--- config.mk ---
export PLATFORM = sky130hd
export DESIGN_NAME = flash_dev_end_flat
export DESIGN_NICKNAME = d
export VERILOG_FILES = /design/src/verilog/flash_pkg.sv /design/src/verilog/flash_link_if.sv /design/src/verilog/flash_dev_end.sv /design/src/flat_wrapper.sv
export VERILOG_INCLUDE_DIRS = /design/src /design/src/verilog
export SDC_FILE = /design/constraint.sdc
export NUM_CORES = 1
export LEC_CHECK = 0
export ABC_AREA = 1
export BUFFER_PORTS_ARGS = -buffer_cell sky130_fd_sc_hd__buf_4
export CORE_MARGIN = 5
export CORE_UTILIZATION = 45
export DETAILED_ROUTE_END_ITERATION = 12
export PLACE_DENSITY = 0.66
export RECOVER_POWER = 25
export SLEW_MARGIN = 20
export SYNTH_ARGS = -nofsm -noshare
export SYNTH_HDL_FRONTEND = slang
export SYNTH_SLANG_ARGS = --single-unit
--- constraint.sdc ---
create_clock -name ref_clk -period 5.23 [get_ports ref_clk]
set_input_delay 1.046 -clock ref_clk [delete_from_list [all_inputs] [get_ports ref_clk]]
set_output_delay 1.046 -clock ref_clk [all_outputs]
set_load 0.05 [all_outputs]
--- src/verilog/flash_regs.svh ---
// opcodes, field positions and timing counts for the flash power, pause and reset link
`ifndef FLASH_REGS_SVH
`define FLASH_REGS_SVH

`define OP_DEEP_SLEEP 8'h79
`define OP_RESET 8'hF0
`define OP_RESET_CONFIRM 8'hD0
`define OP_STATUS2_WRITE 8'h31
`define OP_NONE 8'h00
`define PERMIT_BIT 4
`define WEL_RESET_VALUE 1'b0
`define PERMIT_RESET_VALUE 1'b0

`define CLK_PERIOD_NS 100
`define WAKE_PULSE_MIN_NS 20000
`define EXIT_DELAY_NS 100000
`define ENTRY_DELAY_NS 3000
`define RESET_LATENCY_NS 60000

// least time rounds up, longest times round down
`define WAKE_PULSE_MIN_CYC ((`WAKE_PULSE_MIN_NS + `CLK_PERIOD_NS - 1) / `CLK_PERIOD_NS)
`define EXIT_DELAY_CYC (`EXIT_DELAY_NS / `CLK_PERIOD_NS)
`define ENTRY_DELAY_CYC (`ENTRY_DELAY_NS / `CLK_PERIOD_NS)
`define RESET_LATENCY_CYC (`RESET_LATENCY_NS / `CLK_PERIOD_NS)
`define HOST_SETUP_CYC 8

`endif
--- src/verilog/flash_pkg.sv ---
// types shared by both ends of the flash link
`default_nettype none
package flash_pkg;
   typedef enum logic [2:0] {st_standby, st_enter, st_sleep, st_wake_low, st_exit} dev_state_e;
   typedef enum logic [1:0] {h_idle, h_lead, h_shift, h_gap} host_state_e;
   typedef enum logic [2:0] {
      cmd_sleep, cmd_wake_toggle, cmd_wake_low, cmd_reset, cmd_permit_on, cmd_permit_off
   } host_cmd_e;
endpackage : flash_pkg
`default_nettype wire

--- src/verilog/flash_link_if.sv ---
// serial link between the host end and the flash end
`default_nettype none
interface flash_link_if;
   logic cs_n;
   logic sck;
   logic si;
   logic so;
   logic so_oe;
   logic hold_n;
   logic wp_n;
   modport dev (input cs_n, input sck, input si, input hold_n, input wp_n, output so, output so_oe);
   modport host (output cs_n, output sck, output si, output hold_n, output wp_n, input so,
      input so_oe);
endinterface : flash_link_if
`default_nettype wire

--- src/verilog/flash_dev_end.sv ---
// flash end: deep sleep entry and exits, pause of the link, software reset
`include "flash_regs.svh"
`default_nettype none
module flash_dev_end (
   input wire logic ref_clk,
   input wire logic rst,
   flash_link_if.dev link,
   input wire logic prog_busy,
   input wire logic wel_set,
   output logic write_enable_latch,
   output logic reset_permit,
   output logic abort_op,
   output logic deep_sleep,
   output logic paused,
   output logic wp_level
);
   logic [4:0] meta_q;
   logic [4:0] sync_q;
   logic sck_prev_q;
   logic cs_prev_q;
   logic cs_act;
   logic sck_s;
   logic si_s;
   logic hold_act;
   logic cs_fall;
   logic cs_rise;
   logic sck_rise;
   logic take_bit;
   logic pause_q;
   logic [7:0] shift_q;
   logic [2:0] bit_cnt_q;
   logic [1:0] byte_cnt_q;
   logic [7:0] op_q;
   logic [7:0] arg_q;
   logic ignore_q;
   logic heard;
   logic whole;
   logic two_bytes;
   logic [15:0] tmr_q;
   flash_pkg::dev_state_e state_q;
   logic wel_q;
   logic permit_q;
   logic abort_q;
   logic do_reset;
   logic do_permit;
   logic hold_abort;

   // every pin crosses two flops before use
   always_ff @(posedge ref_clk or posedge rst)
   begin
      if (rst)
      begin
         // idle pin levels: deselected, sck low, pause and protect released,
         // so no false sck edge follows reset
         meta_q <= 5'h13;
         sync_q <= 5'h13;
      end
      else
      begin
         meta_q <= {link.cs_n, link.sck, link.si, link.hold_n, link.wp_n};
         sync_q <= meta_q;
      end
   end

   assign cs_act = !sync_q[4];
   assign sck_s = sync_q[3];
   assign si_s = sync_q[2];
   assign hold_act = !sync_q[1];

   always_ff @(posedge ref_clk or posedge rst)
   begin
      if (rst)
      begin
         sck_prev_q <= 1'b0;
         cs_prev_q <= 1'b0;
      end
      else
      begin
         sck_prev_q <= sck_s;
         cs_prev_q <= cs_act;
      end
   end

   assign cs_fall = cs_act && !cs_prev_q;
   assign cs_rise = !cs_act && cs_prev_q;
   assign sck_rise = sck_s && !sck_prev_q;

   // pause follows the pin only in sck low
   always_ff @(posedge ref_clk or posedge rst)
   begin
      if (rst)
         pause_q <= 1'b0;
      else if (!cs_act)
         pause_q <= 1'b0;
      else if (!sck_s)
         pause_q <= hold_act;
   end

   // paused link ignores clock and data
   assign take_bit = cs_act && sck_rise && !pause_q;

   // msb first shift, bit and byte count
   always_ff @(posedge ref_clk or posedge rst)
   begin
      if (rst)
      begin
         shift_q <= 8'h00;
         bit_cnt_q <= 3'h0;
         byte_cnt_q <= 2'h0;
         op_q <= `OP_NONE;
         arg_q <= `OP_NONE;
      end
      else if (cs_fall)
      begin
         bit_cnt_q <= 3'h0;
         byte_cnt_q <= 2'h0;
         op_q <= `OP_NONE;
         arg_q <= `OP_NONE;
      end
      else if (take_bit)
      begin
         shift_q <= {shift_q[6:0], si_s};
         bit_cnt_q <= bit_cnt_q + 3'h1;
         if (bit_cnt_q == 3'h7)
         begin
            // bytes past the second are dropped
            if (byte_cnt_q == 2'h0)
               op_q <= {shift_q[6:0], si_s};
            else if (byte_cnt_q == 2'h1)
               arg_q <= {shift_q[6:0], si_s};
            if (byte_cnt_q != 2'h3)
               byte_cnt_q <= byte_cnt_q + 2'h1;
         end
      end
   end

   // a frame begun outside standby is acted on only if begun in sleep with select held low through the exit delay
   always_ff @(posedge ref_clk or posedge rst)
   begin
      if (rst)
         ignore_q <= 1'b0;
      // frames starting while not in standby
      else if (cs_fall)
         ignore_q <= (state_q != flash_pkg::st_standby);
      // an early first bit marks the frame ignored until the exit delay ends
      else if (take_bit && state_q == flash_pkg::st_wake_low)
         ignore_q <= 1'b1;
      else if (state_q == flash_pkg::st_wake_low && tmr_q == 16'(`EXIT_DELAY_CYC - 1))
         ignore_q <= 1'b0;
   end

   assign heard = !ignore_q && state_q == flash_pkg::st_standby;
   assign whole = (bit_cnt_q == 3'h0);
   assign two_bytes = (byte_cnt_q >= 2'h2);

   assign do_reset = cs_rise && heard && whole && two_bytes && permit_q
      && op_q == `OP_RESET && arg_q == `OP_RESET_CONFIRM;
   assign do_permit = cs_rise && heard && whole && two_bytes && op_q == `OP_STATUS2_WRITE;
   // deselect with pause pin still held
   assign hold_abort = cs_rise && hold_act;

   always_ff @(posedge ref_clk or posedge rst)
   begin
      if (rst)
      begin
         state_q <= flash_pkg::st_standby;
         tmr_q <= 16'h0000;
      end
      else
      begin
         case (state_q)
            flash_pkg::st_standby:
            begin
               tmr_q <= 16'h0000;
               if (cs_rise && heard && byte_cnt_q != 2'h0 && op_q == `OP_DEEP_SLEEP
                  && !prog_busy)
                  state_q <= flash_pkg::st_enter;
            end
            flash_pkg::st_enter:
            begin
               tmr_q <= tmr_q + 16'h0001;
               // sleep reached within the entry delay
               if (tmr_q >= 16'(`ENTRY_DELAY_CYC - 1))
                  state_q <= flash_pkg::st_sleep;
            end
            flash_pkg::st_sleep:
            begin
               tmr_q <= 16'h0000;
               if (cs_fall)
                  state_q <= flash_pkg::st_wake_low;
            end
            flash_pkg::st_wake_low:
            begin
               tmr_q <= tmr_q + 16'h0001;
               if (cs_rise)
               begin
                  tmr_q <= 16'h0000;
                  // pulse shorter than the minimum does not wake
                  if (tmr_q >= 16'(`WAKE_PULSE_MIN_CYC - 1))
                     state_q <= flash_pkg::st_exit;
                  else
                     state_q <= flash_pkg::st_sleep;
               end
               // select held low through the exit delay
               else if (tmr_q >= 16'(`EXIT_DELAY_CYC - 1))
                  state_q <= flash_pkg::st_standby;
            end
            flash_pkg::st_exit:
            begin
               tmr_q <= tmr_q + 16'h0001;
               // standby once the exit delay is spent
               if (tmr_q >= 16'(`EXIT_DELAY_CYC - 1))
                  state_q <= flash_pkg::st_standby;
            end
            default:
               state_q <= flash_pkg::st_standby;
         endcase
      end
   end

   // reset is the power cycle: defaults everywhere
   always_ff @(posedge ref_clk or posedge rst)
   begin
      if (rst)
         wel_q <= `WEL_RESET_VALUE;
      // set wins over a clear in the same cycle
      else if (wel_set && state_q == flash_pkg::st_standby)
         wel_q <= 1'b1;
      // abort paths clear the write latch
      else if (do_reset || hold_abort)
         wel_q <= `WEL_RESET_VALUE;
   end

   // software reset leaves the permit bit alone
   always_ff @(posedge ref_clk or posedge rst)
   begin
      if (rst)
         permit_q <= `PERMIT_RESET_VALUE;
      else if (do_permit)
         permit_q <= arg_q[`PERMIT_BIT];
   end

   // abort issued at deselect, well inside the latency
   always_ff @(posedge ref_clk or posedge rst)
   begin
      if (rst)
         abort_q <= 1'b0;
      else
         abort_q <= do_reset || hold_abort;
   end

   // prog_busy is never gated by pause
   assign write_enable_latch = wel_q;
   assign reset_permit = permit_q;
   assign abort_op = abort_q;
   assign deep_sleep = (state_q != flash_pkg::st_standby);
   assign paused = pause_q;
   // write protect still followed while paused
   assign wp_level = !sync_q[0];
   // no read data in this block: so is driven low only while selected
   assign link.so = 1'b0;
   // so released during pause and sleep
   assign link.so_oe = cs_act && !pause_q && state_q == flash_pkg::st_standby;
endmodule : flash_dev_end
`default_nettype wire

--- src/flat_wrapper.sv ---
// flat-port wrapper written by rule: the top's interface ports become plain ports
module flash_dev_end_flat 
  (ref_clk, rst, prog_busy, wel_set, write_enable_latch, reset_permit, abort_op, deep_sleep, paused, wp_level, link_cs_n, link_sck, link_si, link_hold_n, link_wp_n, link_so, link_so_oe);
  flash_link_if link_i ();
  input wire logic ref_clk;
  input wire logic rst;
  input wire logic prog_busy;
  input wire logic wel_set;
  output logic write_enable_latch;
  output logic reset_permit;
  output logic abort_op;
  output logic deep_sleep;
  output logic paused;
  output logic wp_level;
  input wire logic [$bits(link_i.cs_n)-1:0] link_cs_n;
  input wire logic [$bits(link_i.sck)-1:0] link_sck;
  input wire logic [$bits(link_i.si)-1:0] link_si;
  input wire logic [$bits(link_i.hold_n)-1:0] link_hold_n;
  input wire logic [$bits(link_i.wp_n)-1:0] link_wp_n;
  output wire logic [$bits(link_i.so)-1:0] link_so;
  output wire logic [$bits(link_i.so_oe)-1:0] link_so_oe;
  assign link_i.cs_n = link_cs_n;
  assign link_i.sck = link_sck;
  assign link_i.si = link_si;
  assign link_i.hold_n = link_hold_n;
  assign link_i.wp_n = link_wp_n;
  assign link_so = link_i.so;
  assign link_so_oe = link_i.so_oe;
  flash_dev_end u_core (.ref_clk(ref_clk), .rst(rst), .link(link_i), .prog_busy(prog_busy), .wel_set(wel_set), .write_enable_latch(write_enable_latch), .reset_permit(reset_permit), .abort_op(abort_op), .deep_sleep(deep_sleep), .paused(paused), .wp_level(wp_level));
endmodule
==> results.rst <==
.. list-table::
   :header-rows: 1

   * - Metric
     - Value
   * - Clock-pin slew of the registers on the worst-case setup and hold paths
     - 0.06 ns
   * - Syn. warnings
     - 0
   * - Cells traversed along the worst timing path
     - nor2_1 -> nand2_1 -> nor3_1 -> buf_4
   * - Resized cells post-CTS
     - 0
   * - Number of placement rows
     - 30
   * - Post-CTS setup-driven buffer insertion count
     - 0
   * - Post-synthesis cell count
     - 367
   * - Run status
     - finished, final reports clean
   * - Flop and latch count out of synthesis
     - 64
   * - Number of DRC markers in iteration 0
     - 127
   * - Filler Cell Count
     - 619
   * - GRT met1 Usage
     - 20.1%
   * - Post-synth net total
     - 386
   * - Switching power
     - 411 uW
   * - Setup tns final
     - 0 ns
   * - Leakage
     - 1.70 nW
   * - Share of total power in the clock network
     - 33.8%
   * - DR WL/cell
     - 12.9 um
   * - Drc violations
     - 0
   * - Stage delay of the slowest cell on the critical path
     - 0.43 ns
   * - Largest voltage drop on the vdd net
     - 0.231 mV
   * - Final count of negative-setup-slack endpoints
     - 0
   * - Placeable core region
     - 0.00676 sq mm
   * - Switching power as a share of total power
     - 32.2%
   * - Cell types occupying the most area after synthesis
     - dfrtp_1, nand2_1, inv_1, nor2_1, nand3_1
   * - Power Total
     - 1.28 mW
   * - CTS tree
     - done
   * - Period utilization
     - 52.5%
   * - Sink of the worst hold path
     - u_core.sync_q[3]
   * - Total clock buffers created by CTS
     - 9
   * - Number of enable-type register cells in the synthesized netlist
     - 0
   * - Total global-route track usage
     - 15.4%
   * - Fmax
     - 364 MHz
   * - Worst R2R Path Depth
     - 5
   * - Clock tree skew after final layout
     - 0.00991 ns
   * - Library cell with the highest instance count after synthesis
     - nand2_1
   * - Data arrival time of the worst path
     - 1.70 ns
   * - Setup slack of the most critical reg-to-reg path
     - 2.80 ns
   * - Routed WL
     - 6.07 mm
   * - Final Max Slew Viols
     - 0
   * - Post-DP Area
     - 0.00329 sq mm
   * - Global-route wire length before repair
     - 10.6 mm
   * - Top-level I/O count
     - 17
   * - Kind of critical path
     - flop to output port
   * - Fraction of final layout cells with drive strength greater than 1
     - 12.3%
   * - Power Dens Cells
     - 367 mW/mm^2
   * - Worst min-delay path class
     - flop to flop
   * - Starting Density
     - 46.1%
   * - Clock tree root buffer cell
     - clkbuf_8
   * - Overall die area
     - 0.00868 sq mm
   * - Proportion of power drawn by combinational gates
     - 21.4%
   * - Number of diodes
     - 0
   * - Layout overhead on the synthesized area
     - 11.5%
   * - Width of the die
     - 93.2 um
   * - Global-route met2 utilization
     - 24.4%
   * - Final hold violation count
     - 0
   * - Router iterations before antenna repair
     - 4
   * - IO buf count
     - 15
   * - Largest net degree at the start of global routing
     - 65
   * - Reg-to-reg critical path startpoint
     - u_core.sync_q[4]
   * - Part of the power in registers
     - 44.8%
   * - Hold-fix buffer count after cts
     - 0
   * - Data required time at the worst endpoint
     - 4.18 ns
   * - Synth async-reset ratio
     - 100%
   * - Most numerous cell types in the synthesized netlist
     - nand2_1, dfrtp_1, inv_1
   * - Synthesized cell area
     - 0.00311 sq mm
   * - Post-layout net count
     - 405
   * - Hold Slack
     - 0.348 ns
   * - Predominant post-synthesis flop cell
     - dfrtp_1
   * - Cell with the largest stage delay on the worst path
     - dfrtp_1
   * - RSZ-0062 raised after global routing
     - false
   * - Share of the yosys chip area belonging to registers
     - 51.7%
   * - Nature of the critical path startpoint
     - flop
   * - Vias/cell
     - 5.08
   * - Latest clock arrival within the worst-skew pair
     - 0.34 ns
   * - Antenna violations before repair
     - 0
   * - Cell internal pwr
     - 864 uW
   * - Avg Cell Area, Syn
     - 8.48 sq um
   * - Most heavily used metal layer in global routing
     - met2
   * - Post-route standard cell area excluding fillers
     - 0.00347 sq mm
   * - Crit Reg-Reg Endpoint
     - u_core.byte_cnt_q[1]
   * - Startpoint of the tightest hold check path
     - u_core.meta_q[3]
   * - Yosys top cell area share
     - 46.6%
   * - Cell count of the worst hold path
     - 0
   * - Overall overflow remaining after global route
     - 0
   * - CTS H-tree lvls
     - 3
   * - Via count of the first global-routing pass
     - 2292
   * - Clock Path Buffers
     - 2
   * - TritonCTS sink count
     - 64
   * - Number of violations of the max-capacitance limit
     - 0
   * - GR met3 Demand/Resource
     - 5.15%
   * - Relative max-transition margin
     - 32.3%
   * - Sort of element at the end of the critical path
     - output port
   * - Hpwl dp
     - 4.25 mm
   * - Crit-path max FO
     - 5
   * - Minimum period implied by the final worst setup slack
     - 2.74 ns
   * - Die height
     - 93.2 um
   * - Routability congestion estimate from global placement
     - 0.823
   * - Via count of the routed design
     - 2394
   * - Util after Layout
     - 51.4%
   * - Synth cell types
     - 35
   * - ANT nets after route
     - 0
   * - Transition time at the pin with the least slew margin
     - 1.01 ns
   * - Synth area leader
     - dfrtp_1
## critical path: cells and delay by family (launching register included)
| family | cells | cell delay, ns |
|---|---|---|
| AND/OR/NAND/NOR | 3 | 0.70 |
| buffers and inverters | 1 | 0.23 |
| flip-flops | 1 | 0.43 |
## power groups by stage
stage                     sequential (mW)  combinational, mW  clock, mW
after CTS                           0.575              0.283      0.447
after floorplan                     0.591              0.209          0
final                               0.571              0.272      0.431
after global placement              0.583              0.280          0
after detailed placement            0.584              0.282          0
after global routing                0.576              0.307      0.470
## per-layer routing
layer  wire length [um]  vias up
met5                  0        -
met4                 46        0
met3                278        4
met2               2920       48
met1               2820     1108
li1                   -     1234
## placed cells by master, fill, tap and decap left out, types with 2 or more instances in the layout
cell | Yosys | routed
dfstp_2 | 6 | 5
nand3_1 | 32 | 32
dfrtp_1 | 58 | 58
o31ai_1 | 9 | 9
clkbuf_8 | 0 | 11
nor2_2 | 2 | 2
ha_1 | 10 | 10
a21oi_1 | 11 | 11
inv_1 | 53 | 54
inv_2 | 4 | 3
o21ai_1 | 7 | 4
clkbuf_4 | 0 | 6
o21ai_0 | 24 | 27
nor3_1 | 8 | 8
nand4_1 | 10 | 10
clkbuf_1 | 1 | 2
buf_4 | 2 | 10
nor2_1 | 45 | 47
nand2_1 | 60 | 62
## layout make-up
class | instances | area [sq um] | share of cell area, %
sequential | 64 | 1610 | 46.4
tap | 80 | 100 | 2.88
clock inverter | 3 | 42.5 | 1.23
timing repair buffer | 16 | 120 | 3.46
inverter | 57 | 214 | 6.17
clock buffer | 13 | 159 | 4.58
multi-input combinational | 238 | 1220 | 35.3
## through the flow
stage	worst slack [ns]	std cells
after CTS	2.69	471
final	2.49	471
after floorplan	2.27	367
after global routing	2.42	471
after global placement	2.93	455
after detailed placement	2.82	455
## cells by family (layout without fill, tap and decap cells)
family	Yosys count	count (layout)	share of synthesized area, %
adders and majority gates	10	10	4.02
DFF	64	64	51.7
buffers and inverters	65	89	8.28
xor gates and xnor gates	1	1	0.282
and+or+nand+nor	170	170	25.3
AOI/OAI and AO/OA	56	56	10.3
other	1	1	0.121
## flip-flops by register name (all words and copies together), names as in the netlist, 2 cells and up
register           count
u_core.shift_q         7
u_core.sync_q          5
u_core.arg_q           8
u_core.state_q         3
u_core.op_q            8
u_core.meta_q          5
u_core.byte_cnt_q      2
u_core.bit_cnt_q       3
u_core.tmr_q          16
## how the worst max path moves through the flow
stage / to / startpoint / slack, ns / cells after the start
after global placement: u_core.byte_cnt_q[0] / u_core.cs_prev_q / 2.93 / 5
after detailed placement: u_core.byte_cnt_q[1] / u_core.cs_prev_q / 2.82 / 5
after CTS: link_so_oe / u_core.state_q[1] / 2.69 / 4
after floorplan: link_so_oe / u_core.state_q[1] / 2.27 / 3
final: link_so_oe / u_core.state_q[1] / 2.49 / 4
after global routing: link_so_oe / u_core.state_q[0] / 2.42 / 4
Note: power is estimated with default switching activity, not from simulation.
